<file path="src/pkg/lrp_regs.vh">
// Purpose: constants for the lookup array read port
// Assumes: one 50 MHz clock, byte addressed register port
// Notes: every offset and command field lives here; the STAT, CTRL ID and DQ location fields and the SSR count are in the RTL
`ifndef LRP_REGS_VH
`define LRP_REGS_VH

// ----------------------------------------------------------------
// Command bus fields
// ----------------------------------------------------------------
`define LRP_CMD_READ 2'h0
`define LRP_CMD_BURST_BIT 2
`define LRP_CMD_SRAM_HI 8
`define LRP_CMD_SRAM_LO 6

// ----------------------------------------------------------------
// Read address word on DQ
// ----------------------------------------------------------------
`define LRP_DQ_IND_BIT 29
`define LRP_DQ_SEARCH_RESULT_REGISTER_INDEX_HI 28
`define LRP_DQ_SEARCH_RESULT_REGISTER_INDEX_LO 26
`define LRP_DQ_ID_HI 25
`define LRP_DQ_ID_LO 21
`define LRP_DQ_TGT_HI 20
`define LRP_DQ_TGT_LO 19
`define LRP_DQ_REG_HI 6
`define LRP_ID_ALL 5'h1f
`define LRP_TGT_DATA 2'h0
`define LRP_TGT_MASK 2'h1
`define LRP_TGT_SRAM 2'h2
`define LRP_TGT_REG 2'h3

// ----------------------------------------------------------------
// Register map, byte offsets
// ----------------------------------------------------------------
`define LRP_OFS_CTRL 8'h00
`define LRP_OFS_RBR 8'h04
`define LRP_OFS_STAT 8'h08
`define LRP_OFS_SSR0 8'h20
`define LRP_OFS_SSR7 8'h3c
`define LRP_CTRL_LAST_DEVICE_FLAG_BIT 8
`define LRP_RBR_LEN_LO 16
`define LRP_RST_DEV_ID 5'h00
`define LRP_RST_RBR 24'h000000

// ----------------------------------------------------------------
// Timing, in clock cycles
// ----------------------------------------------------------------
`define LRP_TURN_CYCLES 2'h2
`define LRP_SINGLE_CYCLES 6

`endif
</file>
<file path="src/logic/lrp_addr_gen.v">
// Purpose: decode of the read address word into target and location
// Assumes: pure combinational, used inside lrp_read_port
// Notes: the selected search result value is supplied by the caller
`timescale 1ns/1ns
`default_nettype none
`include "lrp_regs.vh"

module lrp_addr_gen (
	// Address word and context
	input wire [29:0] dq_word,
	input wire [15:0] ssr_val,
	input wire burst,
	input wire [15:0] burst_addr,
	input wire [4:0] dev_id,
	input wire last_dev,
	// Decoded fields
	output wire [1:0] target,
	output wire [2:0] ssr_index,
	output wire [15:0] loc_addr,
	output wire selected
);
	wire [4:0] id_field;
	wire [15:0] ind_addr;

	// Target select and search result index
	assign target = dq_word[`LRP_DQ_TGT_HI:`LRP_DQ_TGT_LO];
	assign ssr_index = dq_word[`LRP_DQ_SEARCH_RESULT_REGISTER_INDEX_HI:`LRP_DQ_SEARCH_RESULT_REGISTER_INDEX_LO];
	assign id_field = dq_word[`LRP_DQ_ID_HI:`LRP_DQ_ID_LO];

	// Indirect form keeps the low two bits open for the host to OR in
	assign ind_addr = {ssr_val[15:2], ssr_val[1:0] | dq_word[1:0]};

	// Burst ignores the DQ location field entirely
	assign loc_addr = burst ? burst_addr :
		(dq_word[`LRP_DQ_IND_BIT] ? ind_addr : dq_word[15:0]);

	// All-ones reaches only the device flagged as last
	assign selected = (id_field == `LRP_ID_ALL) ? last_dev : (id_field == dev_id);
endmodule // lrp_addr_gen

`default_nettype wire

</file>
<file path="src/logic/lrp_read_port.v">
// Purpose: read command engine on the host port of a lookup device
// Assumes: host runs on clk; array and SRAM reached through side ports
// Notes: DQ, acknowledge and end of transfer come out as value plus enable
//
// Summary of operation
// - Command code 00 on the low command bits means read.
// - Command bit 2 low: single read of array, SRAM or register from DQ.
// - Command bit 2 high: burst of array locations, auto-incrementing address.
// - Single array or register read lasts exactly six cycles.
// - Respond only on ID match; all ones selects the last-device flagged part.
// - Cycle 4: device drives DQ and acknowledge low.
// - Cycle 5: device drives read data and acknowledge high.
// - Cycle 6: DQ floats, acknowledge low, then acknowledge floats.
// - SRAM reads have their own latency.
// - Burst lasts 4 + 2n cycles.
// - Burst cycle 4: drive DQ, acknowledge and end of transfer low.
// - Burst repeats the low/data pair for every access.
// - End of transfer high with the last data word.
// - Cycle 4 + 2n: DQ floats, both strobes low, acknowledge then floats.
// - Burst uses the internal read_burst_address, not DQ bits 15:0.
//
// The address map and the address-and-strobe port were left to the implementer.
`timescale 1ns/1ns
`default_nettype none
`include "lrp_regs.vh"

module lrp_read_port #(
	parameter LEN_W = 8
) (
	// Clock and reset
	input wire clk,
	input wire arst_n,
	// Host command port
	input wire [10:0] cmd,
	input wire command_valid,
	input wire [71:0] dq_in,
	output reg [71:0] dq_out_q,
	output reg dq_oe_q,
	output reg ack_out_q,
	output reg ack_oe_q,
	output reg end_of_transfer_q,
	output reg end_of_transfer_oe_q,
	// Array port, read data valid in the cycle of the strobe
	output reg arr_rd_q,
	output reg arr_mask_q,
	output reg [15:0] arr_addr_q,
	input wire [71:0] arr_rdata,
	// External SRAM port
	output reg sram_rd_q,
	output reg [18:0] sram_addr_q,
	input wire sram_valid,
	input wire [71:0] sram_rdata,
	// Register port
	input wire [7:0] reg_addr,
	input wire [31:0] reg_wdata,
	input wire reg_wr,
	input wire reg_rd,
	output reg [31:0] reg_rdata_q
);
	// ----------------------------------------------------------------
	// States
	// ----------------------------------------------------------------
	localparam [2:0] ST_IDLE = 3'h0;
	localparam [2:0] ST_TURN = 3'h1;
	localparam [2:0] ST_SWAIT = 3'h2;
	localparam [2:0] ST_LOW = 3'h3;
	localparam [2:0] ST_DATA = 3'h4;
	localparam [2:0] ST_END = 3'h5;
	localparam [23:0] RBR_RST = `LRP_RST_RBR;

	// ----------------------------------------------------------------
	// Storage
	// ----------------------------------------------------------------
	reg [2:0] st_q, st_d;
	reg [1:0] turn_q, turn_d;
	reg [LEN_W-1:0] left_q, left_d;
	reg [1:0] tgt_q, tgt_d;
	reg [15:0] addr_q, addr_d;
	reg burst_q, burst_d;
	reg [15:0] rba_q, rba_d;
	reg [71:0] sbuf_q, sbuf_d;
	reg [4:0] dev_id_q;
	reg last_device_flag_q;
	reg [15:0] rbr_addr_q;
	reg [LEN_W-1:0] rbr_len_q;
	reg [15:0] ssr_q [0:7];
	integer i;

	wire [1:0] dec_tgt;
	wire [2:0] dec_search_result_register_index;
	wire [15:0] dec_addr;
	wire dec_sel;
	wire is_burst;
	wire cmd_read;
	wire take;

	// ----------------------------------------------------------------
	// Shared register view, for the bus and for DQ register reads
	// ----------------------------------------------------------------
	function [31:0] reg_view;
		input [5:0] idx;
		reg [31:0] v;
		begin
			v = 32'h00000000;
			if (idx == `LRP_OFS_CTRL >> 2) begin
				v[4:0] = dev_id_q;
				v[`LRP_CTRL_LAST_DEVICE_FLAG_BIT] = last_device_flag_q;
			end else if (idx == `LRP_OFS_RBR >> 2) begin
				v[15:0] = rbr_addr_q;
				v[`LRP_RBR_LEN_LO +: LEN_W] = rbr_len_q;
			end else if (idx == `LRP_OFS_STAT >> 2) begin
				v[15:0] = rba_q;
				v[18:16] = st_q;
				v[19] = (st_q != ST_IDLE);
			end else if (idx >= (`LRP_OFS_SSR0 >> 2) && idx <= (`LRP_OFS_SSR7 >> 2)) begin
				v[15:0] = ssr_q[idx[2:0]];
			end
			reg_view = v;
		end
	endfunction

	// ----------------------------------------------------------------
	// Command decode
	// ----------------------------------------------------------------
	assign cmd_read = command_valid && (cmd[1:0] == `LRP_CMD_READ);
	assign is_burst = cmd[`LRP_CMD_BURST_BIT];
	// Host is on this clock, so the command is sampled in cycle 1 directly
	assign take = cmd_read && (st_q == ST_IDLE);

	lrp_addr_gen u_addr (
		.dq_word(dq_in[29:0]),
		.ssr_val(ssr_q[dec_search_result_register_index]),
		.burst(is_burst),
		.burst_addr(rbr_addr_q),
		.dev_id(dev_id_q),
		.last_dev(last_device_flag_q),
		.target(dec_tgt),
		.ssr_index(dec_search_result_register_index),
		.loc_addr(dec_addr),
		.selected(dec_sel)
	);

	// ----------------------------------------------------------------
	// Sequencer next state
	// ----------------------------------------------------------------
	always @* begin
		st_d = st_q;
		turn_d = turn_q;
		left_d = left_q;
		tgt_d = tgt_q;
		addr_d = addr_q;
		burst_d = burst_q;
		rba_d = rba_q;
		sbuf_d = sbuf_q;
		case (st_q)
			ST_IDLE: begin
				// Bursts of SRAM or registers are dropped, not half served
				if (take && dec_sel && !(is_burst && dec_tgt[1])) begin
					tgt_d = dec_tgt;
					addr_d = dec_addr;
					burst_d = is_burst;
					turn_d = `LRP_TURN_CYCLES - 2'h1;
					// Zero length is served as one access
					left_d = (is_burst && rbr_len_q != {LEN_W{1'b0}}) ?
						rbr_len_q : {{(LEN_W-1){1'b0}}, 1'b1};
					if (is_burst) begin
						rba_d = rbr_addr_q;
					end
					st_d = (dec_tgt == `LRP_TGT_SRAM) ? ST_SWAIT : ST_TURN;
				end
			end
			ST_TURN: begin
				// Cycles 2 and 3 leave the bus to turn around
				if (turn_q == 2'h0) begin
					st_d = ST_LOW;
				end else begin
					turn_d = turn_q - 2'h1;
				end
			end
			ST_SWAIT: begin
				// SRAM answers whenever it can; no fixed cycle count here
				if (sram_valid) begin
					sbuf_d = sram_rdata;
					st_d = ST_LOW;
				end
			end
			ST_LOW: begin
				left_d = left_q - {{(LEN_W-1){1'b0}}, 1'b1};
				if (burst_q) begin
					rba_d = rba_q + 16'h0001;
				end
				st_d = ST_DATA;
			end
			ST_DATA: begin
				st_d = (left_q == {LEN_W{1'b0}}) ? ST_END : ST_LOW;
			end
			ST_END: begin
				st_d = ST_IDLE;
			end
			default: begin
				st_d = ST_IDLE;
			end
		endcase
	end

	// ----------------------------------------------------------------
	// Sequencer registers
	// ----------------------------------------------------------------
	always @(posedge clk or negedge arst_n) begin
		if (!arst_n) begin
			st_q <= ST_IDLE;
			turn_q <= 2'h0;
			left_q <= {LEN_W{1'b0}};
			tgt_q <= `LRP_TGT_DATA;
			addr_q <= 16'h0000;
			burst_q <= 1'b0;
			rba_q <= 16'h0000;
			sbuf_q <= 72'h000000000000000000;
		end else begin
			st_q <= st_d;
			turn_q <= turn_d;
			left_q <= left_d;
			tgt_q <= tgt_d;
			addr_q <= addr_d;
			burst_q <= burst_d;
			rba_q <= rba_d;
			sbuf_q <= sbuf_d;
		end
	end

	// ----------------------------------------------------------------
	// Side port strobes, all registered
	// ----------------------------------------------------------------
	always @(posedge clk or negedge arst_n) begin
		if (!arst_n) begin
			arr_rd_q <= 1'b0;
			arr_mask_q <= 1'b0;
			arr_addr_q <= 16'h0000;
			sram_rd_q <= 1'b0;
			sram_addr_q <= 19'h00000;
		end else begin
			// Array is strobed in each low cycle so data lands for the next
			arr_rd_q <= (st_d == ST_LOW) && !tgt_d[1];
			arr_mask_q <= (tgt_d == `LRP_TGT_MASK);
			arr_addr_q <= burst_d ? rba_d : addr_d;
			// One SRAM request, high address bits from the command bus
			sram_rd_q <= (st_q == ST_IDLE) && (st_d == ST_SWAIT);
			if ((st_q == ST_IDLE) && (st_d == ST_SWAIT)) begin
				sram_addr_q <= {cmd[`LRP_CMD_SRAM_HI:`LRP_CMD_SRAM_LO], dec_addr};
			end
		end
	end

	// ----------------------------------------------------------------
	// Pin drivers, taken from the state the next cycle will be in
	// ----------------------------------------------------------------
	always @(posedge clk or negedge arst_n) begin
		if (!arst_n) begin
			dq_out_q <= 72'h000000000000000000;
			dq_oe_q <= 1'b0;
			ack_out_q <= 1'b0;
			ack_oe_q <= 1'b0;
			end_of_transfer_q <= 1'b0;
			end_of_transfer_oe_q <= 1'b0;
		end else begin
			dq_oe_q <= (st_d == ST_LOW) || (st_d == ST_DATA);
			ack_oe_q <= (st_d == ST_LOW) || (st_d == ST_DATA) || (st_d == ST_END);
			ack_out_q <= (st_d == ST_DATA);
			end_of_transfer_oe_q <= burst_d && ((st_d == ST_LOW) || (st_d == ST_DATA) ||
				(st_d == ST_END));
			end_of_transfer_q <= burst_d && (st_d == ST_DATA) &&
				(left_d == {LEN_W{1'b0}});
			// Low cycles drive zeros so the bus is never left floating mid-pair
			if (st_d == ST_DATA) begin
				if (tgt_q == `LRP_TGT_SRAM) begin
					dq_out_q <= sbuf_q;
				end else if (tgt_q == `LRP_TGT_REG) begin
					dq_out_q <= {40'h0000000000, reg_view(addr_q[5:0])};
				end else begin
					dq_out_q <= arr_rdata;
				end
			end else begin
				dq_out_q <= 72'h000000000000000000;
			end
		end
	end

	// ----------------------------------------------------------------
	// Register writes
	// ----------------------------------------------------------------
	always @(posedge clk or negedge arst_n) begin
		if (!arst_n) begin
			dev_id_q <= `LRP_RST_DEV_ID;
			last_device_flag_q <= 1'b0;
			rbr_addr_q <= RBR_RST[15:0];
			rbr_len_q <= {LEN_W{1'b0}};
			for (i = 0; i < 8; i = i + 1) begin
				ssr_q[i] <= 16'h0000;
			end
		end else if (reg_wr) begin
			if (reg_addr[7:2] == `LRP_OFS_CTRL >> 2) begin
				dev_id_q <= reg_wdata[4:0];
				last_device_flag_q <= reg_wdata[`LRP_CTRL_LAST_DEVICE_FLAG_BIT];
			end else if (reg_addr[7:2] == `LRP_OFS_RBR >> 2) begin
				rbr_addr_q <= reg_wdata[15:0];
				rbr_len_q <= reg_wdata[`LRP_RBR_LEN_LO +: LEN_W];
			end else if (reg_addr[7:2] >= (`LRP_OFS_SSR0 >> 2) &&
				reg_addr[7:2] <= (`LRP_OFS_SSR7 >> 2)) begin
				ssr_q[reg_addr[4:2]] <= reg_wdata[15:0];
			end
		end
	end

	// ----------------------------------------------------------------
	// Register reads, one cycle later; unmapped words read zero
	// ----------------------------------------------------------------
	always @(posedge clk or negedge arst_n) begin
		if (!arst_n) begin
			reg_rdata_q <= 32'h00000000;
		end else if (reg_rd) begin
			reg_rdata_q <= reg_view(reg_addr[7:2]);
		end else begin
			reg_rdata_q <= 32'h00000000;
		end
	end
endmodule // lrp_read_port

`default_nettype wire

</file>
<file path="config.mk">
export PLATFORM = sky130hd
export DESIGN_NAME = lrp_read_port
export DESIGN_NICKNAME = d
export VERILOG_FILES = /design/src/logic/lrp_addr_gen.v /design/src/logic/lrp_read_port.v
export VERILOG_INCLUDE_DIRS = /design/src /design/src/pkg
export SDC_FILE = /design/constraint.sdc
export NUM_CORES = 1
export LEC_CHECK = 0
export CAP_MARGIN = 20
export CORE_ASPECT_RATIO = 1.1
export CORE_MARGIN = 3
export CORE_UTILIZATION = 35
export DETAILED_ROUTE_END_ITERATION = 12
export DONT_BUFFER_PORTS = 1
export GPL_TIMING_DRIVEN = 0
export SLEW_MARGIN = 0
export SYNTH_ARGS = -nofsm -noshare
export SYNTH_HDL_FRONTEND = slang
export SYNTH_SLANG_ARGS = --single-unit
</file>
<file path="constraint.sdc">
create_clock -name clk -period 3.28 [get_ports clk]
set_clock_uncertainty 0.2 [all_clocks]
set_input_delay 0 -clock clk [delete_from_list [all_inputs] [get_ports clk]]
set_output_delay 0 -clock clk [all_outputs]
set_load 0.01 [all_outputs]
</file>
==> results of run 1 <==
[power breakdown]
group / leakage [nW] / switching [mW] / internal [mW]
registers: 5.46 / 0.897 / 6.09
clock network: 0.762 / 2.22 / 3.29
logic: 5.45 / 2.05 / 2.58
[what timing repair did]
action	4_1_cts	5_1_grt
pin swaps	0	0
gates resized for setup	4	16
buffers inserted	0	0
setup endpoints to repair	7	49
cloned	0	0
endpoints found under the hold margin	802	417
[state kept, by name, summed over array words and instances (netlist names), 2 cells and up]
register     count
turn_q           2
left_q           8
rbr_len_q        8
sram_addr_q     19
tgt_q            2
dq_out_q        72
arr_addr_q      16
st_q             3
reg_rdata_q     24
rba_q           16
dev_id_q         5
rbr_addr_q      16
addr_q          16
sbuf_q          72
ssr_q          128
[cell type report]
type	count	area, µm²	area share [%]
sequential	417	10400	39.7
multi-input combinational	1121	9120	34.7
timing repair buffer	356	3560	13.6
clock buffer	60	1280	4.86
tap	744	931	3.54
buffer	133	577	2.19
clock inverter	21	298	1.13
inverter	20	75.1	0.285
antenna	7	17.5	0.0666
[synthesized netlist by cell type (28+ instances only)]
| master | n |
|---|---|
| dfrtp_1 | 417 |
| mux2_2 | 283 |
| nand2_1 | 126 |
| nor2_1 | 108 |
| a22oi_1 | 97 |
| mux2i_1 | 73 |
| clkbuf_1 | 71 |
| o21ai_0 | 57 |
| mux4_2 | 40 |
| buf_2 | 29 |
| nand3_1 | 29 |
| a21oi_1 | 28 |
[cells in the final DEF, fill, tap and decap left out, types with 18 or more instances in the layout]
cell type / synthesis / layout
a21oi_1: 28 / 28
a222oi_1: 25 / 25
a22oi_1: 97 / 97
buf_1: 26 / 22
buf_2: 29 / 31
clkbuf_1: 71 / 75
clkbuf_16: 0 / 49
dfrtp_1: 417 / 417
dlygate4sd3_1: 0 / 355
inv_1: 18 / 18
mux2_2: 283 / 283
mux2i_1: 73 / 73
mux4_2: 40 / 40
nand2_1: 126 / 126
nand3_1: 29 / 29
nor2_1: 108 / 108
nor2b_1: 25 / 25
o21ai_0: 57 / 57
o22ai_1: 27 / 27
[logic make-up after synthesis]
| group | after synthesis | share of synthesized area (%) |
|---|---|---|
| flops | 417 | 51.8 |
| xor+xnor | 8 | 0.348 |
| buf+inv | 154 | 3.20 |
| fa+ha+maj | 4 | 0.248 |
| other cells | 1 | 0.0186 |
| simple gates | 375 | 8.77 |
| mux | 396 | 23.9 |
| compound gates | 330 | 11.7 |
[worst max-delay path: cells and delay by family]
| kind | cells | cell delay (ps) |
|---|---|---|
| and+or+nand+nor | 4 | 610 |
| buffers and inverters | 4 | 2250 |
| AOI/OAI and AO/OA | 2 | 580 |
[metal layers]
layer / share of wire, % / wire length (µm) / GRT usage (%) / up-vias
met4: 5.9 / 4760 / 14.3 / 10
met1: 36 / 29200 / 29.9 / 8421
met5: 0.077 / 62 / 0 / -
li1: - / - / - / 7098
met3: 8.5 / 6820 / 6.23 / 280
met2: 49 / 39800 / 44.7 / 1013
[worst max path at each step]
| stage | end | slack [ps] | cells past startpoint |
|---|---|---|---|
| 2_1_floorplan | arr_addr_q[10]$_DFF_PN0_ | 920 | 8 |
| 3_3_place_gp | dq_out_q[15]$_DFF_PN0_ | -610 | 9 |
| 3_5_place_dp | dq_out_q[13]$_DFF_PN0_ | -170 | 7 |
| 4_1_cts | dq_out_q[70]$_DFF_PN0_ | 20 | 7 |
| 5_1_grt | dq_out_q[22]$_DFF_PN0_ | 40 | 9 |
| 6_report | end_of_transfer_q$_DFF_PN0_ | 120 | 10 |
==> flow_summary.json, run 1 <==
{
  "die_w_um": 235,
  "die-area_um2": 60500,
  "coreArea_um2": 56500,
  "tightest_slew_ps": 1120,
  "max_freq_ghz": 0.317,
  "critPathMaxFanout": 10,
  "dpl_cell_area_um2": 21100,
  "status": "complete, but fails checks",
  "postCtsHoldBufs": 355,
  "antenna_found_initial": 10,
  "ir_worst_vdd_mv": 0.294,
  "cp-end-kind": "register",
  "total_power_mw": 17.1,
  "setup_viol": 0,
  "worst_slack_ps": 121,
  "grt_setup_unrepaired": "no",
  "clock_sinks": 417,
  "vias_per_cell": 5.84,
  "drt_first_pass_iters": 6,
  "htreeDepth": 2,
  "clkTransAtPathRegs_ps": 60,
  "place.gp.congestion": 0.963,
  "grt_pass1_vias": 17800,
  "maxCapViolations": 0,
  "synth_seq_cells": 417,
  "nets": 2372,
  "clk_latency_ps": 600,
  "synthCells": 1685,
  "syn_area_um2": 20100,
  "rrSetupSlack_ps": 160,
  "synth-edff-count": 0,
  "timing.hold.ws_ps": -1060,
  "drive_gt1_share_pct": 21.8,
  "fillers": 4970,
  "worst_setup_path_start_kind": "input port",
  "netlist-cell-type-count": 59,
  "grt_pass1_wl_mm": 119,
  "p_leak_nw": 11.7,
  "drt_wl_total_mm": 80.7,
  "row_count": 91,
  "num_vias": 16800,
  "period_share_pct": 96.3,
  "post-dp-hpwl_mm": 55.7,
  "dp_slack_ps": -171,
  "routedWlPerCell_um": 28.0,
  "cts_tree": "done",
  "p_per_area_nw_per_um2": 652,
  "min_period_ps": 3160,
  "synth.area.top_cells": "dfrtp_1 52%, mux2_2 16%, mux4_2 4.5%",
  "route.detailed.drc": 0,
  "grt_overflow": 0,
  "required_ps": 3570,
  "cts_root_buf": "clkbuf_16",
  "clockBufferDepth": 3,
  "utilization_pct": 46.6,
  "cp.arrival_ps": 3440,
  "crit_type": "in -> reg",
  "synth_top_area_share_pct": 51.8,
  "layout.cells.non_filler": 2879,
  "avgSynthCellArea_um2": 12.0,
  "hp-class": "in -> async",
  "slowest_delay_ps": 580,
  "cpMaxStageDelayCell": "dlygate4sd3_1",
  "start_util_pct": 35.7,
  "grt_max_degree": 418,
  "track_usage_pct": 26.0,
  "dieHeight_um": 258,
  "ys_seq_area_share_pct": 51.8,
  "synth_top_cell_by_area": "dfrtp_1",
  "slew_viol_final": 0,
  "finish.instance_area_um2": 26300,
  "drtAntennaViolNets": 0,
  "ff2ff_path_depth": 6,
  "violations": "hold timing",
  "ios": 420,
  "first_iter_violations": 1773,
  "syn2layout_area_growth_pct": 30.5,
  "r2r_end": "dq_out_q[51]$_DFF_PN0_",
  "relSlewSlack_pct": 25.1,
  "async_reset_ff_share_pct": 100,
  "timing.rr.start": "tgt_q[1]$_DFF_PN0_",
  "crit_start": "dq_in[24]",
  "io_buffers": 0,
  "synth_flop_cell": "dfrtp_1",
  "final.setup.tns_ps": 0,
  "place_inst": 2437,
  "path_cells": "dlygate4sd3_1 > and2_1 > dlygate4sd3_1 > nand3_1 > a21bo_4 > nand2_1 > clkbuf_1 > clkbuf_1 > o21ai_0 > nor3_2",
  "ys_warn_count": 0,
  "cts_buffers": 46,
  "report.final.hold_viol_count": 417
}
No activity file was read; power rests on OpenSTA's default activity.
==> run 2: changes to the inputs <==
Clock period 3.28 ns to 2.9 ns, I/O delays scaled along.
==> run 2 against run 1 <==
Sequential share of layout area shrank 0.19 points. Largest power group unchanged. Count of clock-buffer cells in the layout is the same. Global-route usage is essentially flat. Via count grew 0.19%. Power grew 7.4%. Setup slack lost 95 ps. Non-clock buffer count grew 7. Critical path type unchanged. Sequential power grew 13%. Final cell count grew 0.28%. Hold slack lost 9.6 ps. The flow still finishes with violations (hold timing). Critical endpoint is now reg_rdata_q[13]$_DFF_PN0_. Largest cell class unchanged.
==> flow_summary.json, run 2 (same netlist as run 1, synthesis figures left out) <==
{
  "max_flop_register": "ssr_q",
  "final.setup.tns_ps": 0,
  "die_w_um": 235,
  "p_int_mw": 12.8,
  "drt_wl_total_mm": 81.0,
  "p_leak_nw": 11.7,
  "grt_overflow": 0,
  "die-area_um2": 60500,
  "row_count": 91,
  "p_per_area_nw_per_um2": 696,
  "multiInputGateArea_um2": 9160,
  "io_buffers": 0,
  "place_inst": 2437,
  "critPathMaxFanout": 10,
  "cp-end-kind": "register",
  "cts_root_buf": "clkbuf_16",
  "post-dp-hpwl_mm": 55.7,
  "grt_max_degree": 418,
  "clkTransAtPathRegs_ps": 60,
  "required_ps": 3090,
  "start_util_pct": 35.7,
  "grt_setup_unrepaired": "no",
  "cp.arrival_ps": 3070,
  "power_frac_seq_pct": 43.0,
  "clk_latency_ps": 600,
  "max_freq_ghz": 0.348,
  "layout.cells.non_filler": 2887,
  "relSlewSlack_pct": 7.41,
  "drive_gt1_share_pct": 22.5,
  "nets": 2379,
  "htreeDepth": 2,
  "worst_setup_path_start_kind": "input port",
  "drt_first_pass_iters": 7,
  "antenna_found_initial": 12,
  "postCtsHoldBufs": 356,
  "dieHeight_um": 258,
  "cts_tree": "done",
  "routedWlPerCell_um": 28.1,
  "vias_per_cell": 5.84,
  "route.detailed.drc": 0,
  "switchingPower_mw": 5.64,
  "grt_pass1_vias": 17700,
  "syn2layout_area_growth_pct": 31.2,
  "place.gp.congestion": 0.963,
  "biggestRegsByFlops": "ssr_q (128), dq_out_q (72), sbuf_q (72)",
  "status": "complete, but fails checks",
  "total_power_mw": 18.4,
  "ff2ff_path_depth": 9,
  "final_cell_mix": "415 x dfrtp_1, 356 x dlygate4sd3_1, 283 x mux2_2",
  "maxCapViolations": 0,
  "hp-class": "in -> async",
  "clock_sinks": 417,
  "timing.hold.ws_ps": -1070,
  "num_vias": 16900,
  "ios": 420,
  "first_iter_violations": 1874,
  "drtAntennaViolNets": 0,
  "seq_area_um2": 10400,
  "sw_frac_of_total_pct": 30.7,
  "largest_register_ffs": 128,
  "track_usage_pct": 26.0,
  "min_period_ps": 2870,
  "layout_commonest_cell": "dfrtp_1",
  "report.final.hold_viol_count": 417,
  "slew_viol_final": 0,
  "clockBufferDepth": 3,
  "ir_worst_vdd_mv": 0.330,
  "tightest_slew_ps": 1390,
  "combPwrFrac_pct": 23.2,
  "period_share_pct": 99.1,
  "pwr-share-clk_pct": 33.8,
  "fillers": 4941,
  "violations": "hold timing",
  "cts_buffers": 46,
  "setup_viol": 0,
  "grt_pass1_wl_mm": 119,
  "coreArea_um2": 56500,
  "crit_type": "in -> reg"
}
[run 2: power by group through the flow]
stage	clock network, mW	logic, mW	registers, mW
2_1_floorplan	0	2.66	7.58
3_3_place_gp	0	3.46	7.86
3_5_place_dp	0	3.56	7.93
4_1_cts	6.32	4.13	7.82
5_1_grt	6.57	4.57	8.00
6_report	6.22	4.26	7.91
[run 2: worst paths after layout]
check	startpoint	endpoint	slack [ps]
max in group asynchronous	arst_n	arr_addr_q[8]$_DFF_PN0_	2470
max	reg_addr[3]	reg_rdata_q[13]$_DFF_PN0_	30
min reg2reg	addr_q[13]$_DFF_PN0_	addr_q[13]$_DFF_PN0_	270
min	arst_n	dq_out_q[35]$_DFF_PN0_	-1070
max reg2reg	addr_q[2]$_DFF_PN0_	dq_out_q[15]$_DFF_PN0_	80
min in group clk	arr_rdata[11]	dq_out_q[11]$_DFF_PN0_	20
[run 2: routing by layer]
metal	vias up	wire length (µm)	share of wire, %	GRT usage (%)
met5	-	62	0.077	0
met4	10	4430	5.5	13.0
met1	8461	29600	37	30.1
met2	1020	40200	50	45.2
li1	7101	-	-	-
met3	262	6780	8.4	6.14
[run 2: worst max-delay path, stage by stage]
cell	delay, ps
dlygate4sd3_1	630
nor2_1	180
nand2_1	260
or4_1	500
clkbuf_1	180
nand2_1	300
buf_1	710
nor2_1	290
[run 2: what timing repair did]
item,4_1_cts,5_1_grt
gates cloned,0,0
hold endpoints to repair,804,417
pin swaps,2,2
setup buffers,3,4
gates resized for setup,20,21
endpoints found under the setup margin,40,62
[run 2: cell type report]
cell class              instances  share of cell area, %
clock buffers                  60                   4.83
diodes                          8                 0.0757
plain buffers                 132                   2.29
well taps                     744                   3.52
repair buffers                364                   13.7
inverters                      20                  0.284
clock inverters                21                   1.13
multi-input cells            1121                   34.7
flip-flops and latches        417                   39.5
[run 2: metrics by stage]
step,utilization (%),instance area (µm²),hold slack [ps],setup WS (ps)
3_3_place_gp,37.4,21100,-481,-988
5_1_grt,46.8,26400,-1100,2.61
6_report,46.8,26400,-1070,26.4
3_5_place_dp,37.4,21100,-477,-551
4_1_cts,46.6,26300,-1100,14.2
2_1_floorplan,-,20200,-496,541
==> run 3: changes to the inputs <==
Settings changed: PLACE_DENSITY_LB_ADDON set to 0.2.
==> run 3 against run 2 <==
The flow finishes with violations (hold timing, setup timing). Hold slack got worse by 33 ps. Sequential cell count did not move. Core utilization shrank 0.075 points. Fmax decreased by 0.99%. Sequential share of layout area is 0.054 points higher. Final cell count down 0.21%. Combinational power hardly changed. Setup slack worse by 29 ps. Register-to-register slack got worse by 80 ps. Via count decreased by 1.3%. Non-clock buffer count decreased by 6. Cell area decreased by 0.16%. Largest cell class unchanged. Largest power group unchanged.
==> flow_summary.json, run 3 (same netlist as run 1, synthesis figures left out) <==
{
  "htreeDepth": 2,
  "grt_pass1_wl_mm": 120,
  "maxCapViolations": 0,
  "biggestRegsByFlops": "ssr_q (128), dq_out_q (72), sbuf_q (72)",
  "final_cell_mix": "417 x dfrtp_1, 354 x dlygate4sd3_1, 283 x mux2_2",
  "worst_setup_path_start_kind": "register",
  "ios": 420,
  "crit_type": "reg -> reg",
  "setup_viol": 2,
  "topRoutingLayerUsed": "met5",
  "layout.cells.non_filler": 2881,
  "cp.arrival_ps": 3160,
  "status": "complete, but fails checks",
  "vias_per_cell": 5.77,
  "final.setup.tns_ps": -3.11,
  "grt_pass1_vias": 17600,
  "slew_viol_final": 0,
  "ir_worst_vdd_mv": 0.402,
  "path_delay_family": "simple AND/OR/NAND/NOR gates",
  "hp-class": "in -> async",
  "place_inst": 2437,
  "wl_met2_mm": 40.5,
  "seq_area_um2": 10400,
  "max_freq_ghz": 0.345,
  "drtAntennaViolNets": 0,
  "violations": "hold timing, setup timing",
  "multiInputGateArea_um2": 9160,
  "io_buffers": 0,
  "finish.instance_area_um2": 26400,
  "dp_slack_ps": -721,
  "cpMaxStageDelayCell": "nor3b_4",
  "max_flop_register": "ssr_q",
  "start_util_pct": 35.7,
  "clk_latency_ps": 590,
  "die-area_um2": 60500,
  "clockBufferDepth": 3,
  "grt_max_degree": 418,
  "nets": 2372,
  "period_share_pct": 100,
  "num_vias": 16600,
  "clock_sinks": 417,
  "antenna_found_initial": 10,
  "dieHeight_um": 258,
  "place.gp.congestion": 0.998,
  "drt_wl_total_mm": 81.9,
  "post-dp-hpwl_mm": 56.4,
  "syn2layout_area_growth_pct": 31.0,
  "fillers": 4988,
  "relSlewSlack_pct": 14.1,
  "routedWlPerCell_um": 28.4,
  "clkTransAtPathRegs_ps": 70,
  "p_per_area_nw_per_um2": 698,
  "route.detailed.drc": 0,
  "min_period_ps": 2900,
  "track_usage_pct": 26.3,
  "crit_buf_inv": 2,
  "coreArea_um2": 56500,
  "path_cells": "buf_4 > nor2_1 > nand2_2 > nor3b_4 > clkbuf_2 > a22oi_1 > o21ai_0 > a222oi_1 > nor2_1",
  "layout_commonest_cell": "dfrtp_1",
  "drive_gt1_share_pct": 22.6,
  "met3_length_mm": 6.70,
  "drt_first_pass_iters": 7,
  "dpl_cell_area_um2": 21100,
  "cts_root_buf": "clkbuf_16",
  "critPathMaxFanout": 10,
  "grt_overflow": 0,
  "die_w_um": 235,
  "required_ps": 3160,
  "grt_setup_unrepaired": "no",
  "crit_top_cell": "nor2_1",
  "postCtsHoldBufs": 354,
  "row_count": 91,
  "cts_buffers": 45,
  "timing.hold.ws_ps": -1100,
  "p_leak_nw": 11.7,
  "first_iter_violations": 1645,
  "cp-end-kind": "register",
  "cts_tree": "done",
  "largest_register_ffs": 128,
  "wl_met1_mm": 30.5,
  "worst_slack_ps": -2.33,
  "slowest_delay_ps": 470,
  "total_power_mw": 18.4,
  "report.final.hold_viol_count": 417,
  "tightest_slew_ps": 1290
}
-- run 3: cell types whose count changed in the layout (fill, tap and decap cells not counted), moves of 2 or more --
cell and change:
clkbuf_8 +11, dfrtp_1 +2, dfrtp_2 -2, dlygate4sd3_1 -2, clkbuf_1 -6, inv_6 +2
clkbuf_16 -4, clkbuf_2 +5, buf_2 -4, buf_4 -3, clkinv_2 -2
-- run 3: final timing paths --
path / startpoint / to / slack (ps) / depth (start not counted)
max: addr_q[2]$_DFF_PN0_ / dq_out_q[13]$_DFF_PN0_ / -2 / 9
min: arst_n / sbuf_q[30]$_DFFE_PN0P_ / -1100 / 0
max reg2reg: addr_q[2]$_DFF_PN0_ / dq_out_q[13]$_DFF_PN0_ / -2 / 9
min reg2reg: addr_q[15]$_DFF_PN0_ / addr_q[15]$_DFF_PN0_ / 270 / 2
max in group asynchronous: arst_n / ssr_q[111]$_DFFE_PN0P_ / 2550 / 0
min in group clk: arr_rdata[70] / dq_out_q[70]$_DFF_PN0_ / 20 / 3
-- run 3: per-stage QoR --
stage / util [%] / hold WS, ps
2_1_floorplan: - / -496
3_3_place_gp: 37.4 / -481
3_5_place_dp: 37.4 / -486
4_1_cts: 46.6 / -1120
5_1_grt: 46.7 / -1120
6_report: 46.7 / -1100
-- run 3: worst reg2reg max path, delay by kind of cell, from the launching register on --
family / cells / cell delay [ps]
flops: 1 / 360
buf+inv: 2 / 560
simple gates: 4 / 1140
compound gates: 3 / 500
-- run 3: report_power, final --
part / internal [mW] / switching, mW
clock network: 3.70 / 2.55
logic: 2.15 / 2.11
registers: 6.89 / 1.02
total: 12.7 / 5.68
-- run 3: area by class of cell --
class / count / share of cell area, %
Sequential cell: 417 / 39.5
Multi-Input combinational cell: 1121 / 34.7
Timing Repair Buffer: 357 / 13.5
Clock buffer: 64 / 4.99
Tap cell: 744 / 3.53
Buffer: 133 / 2.35
Clock inverter: 18 / 0.982
Inverter: 20 / 0.285
Antenna cell: 7 / 0.0664
-- run 3: timing repair --
item,in CTS,in global routing
setup endpoints to repair,31,54
pin swaps,1,0
endpoints found under the hold margin,808,417
buffers inserted,2,0
resized for setup,22,30
-- run 3: routing by layer --
metal  GRT usage [%]  vias up
met2            45.6      901
met4            11.9        8
met5               0        -
met3            6.50      237
met1            31.0     8388
li1                -     7094
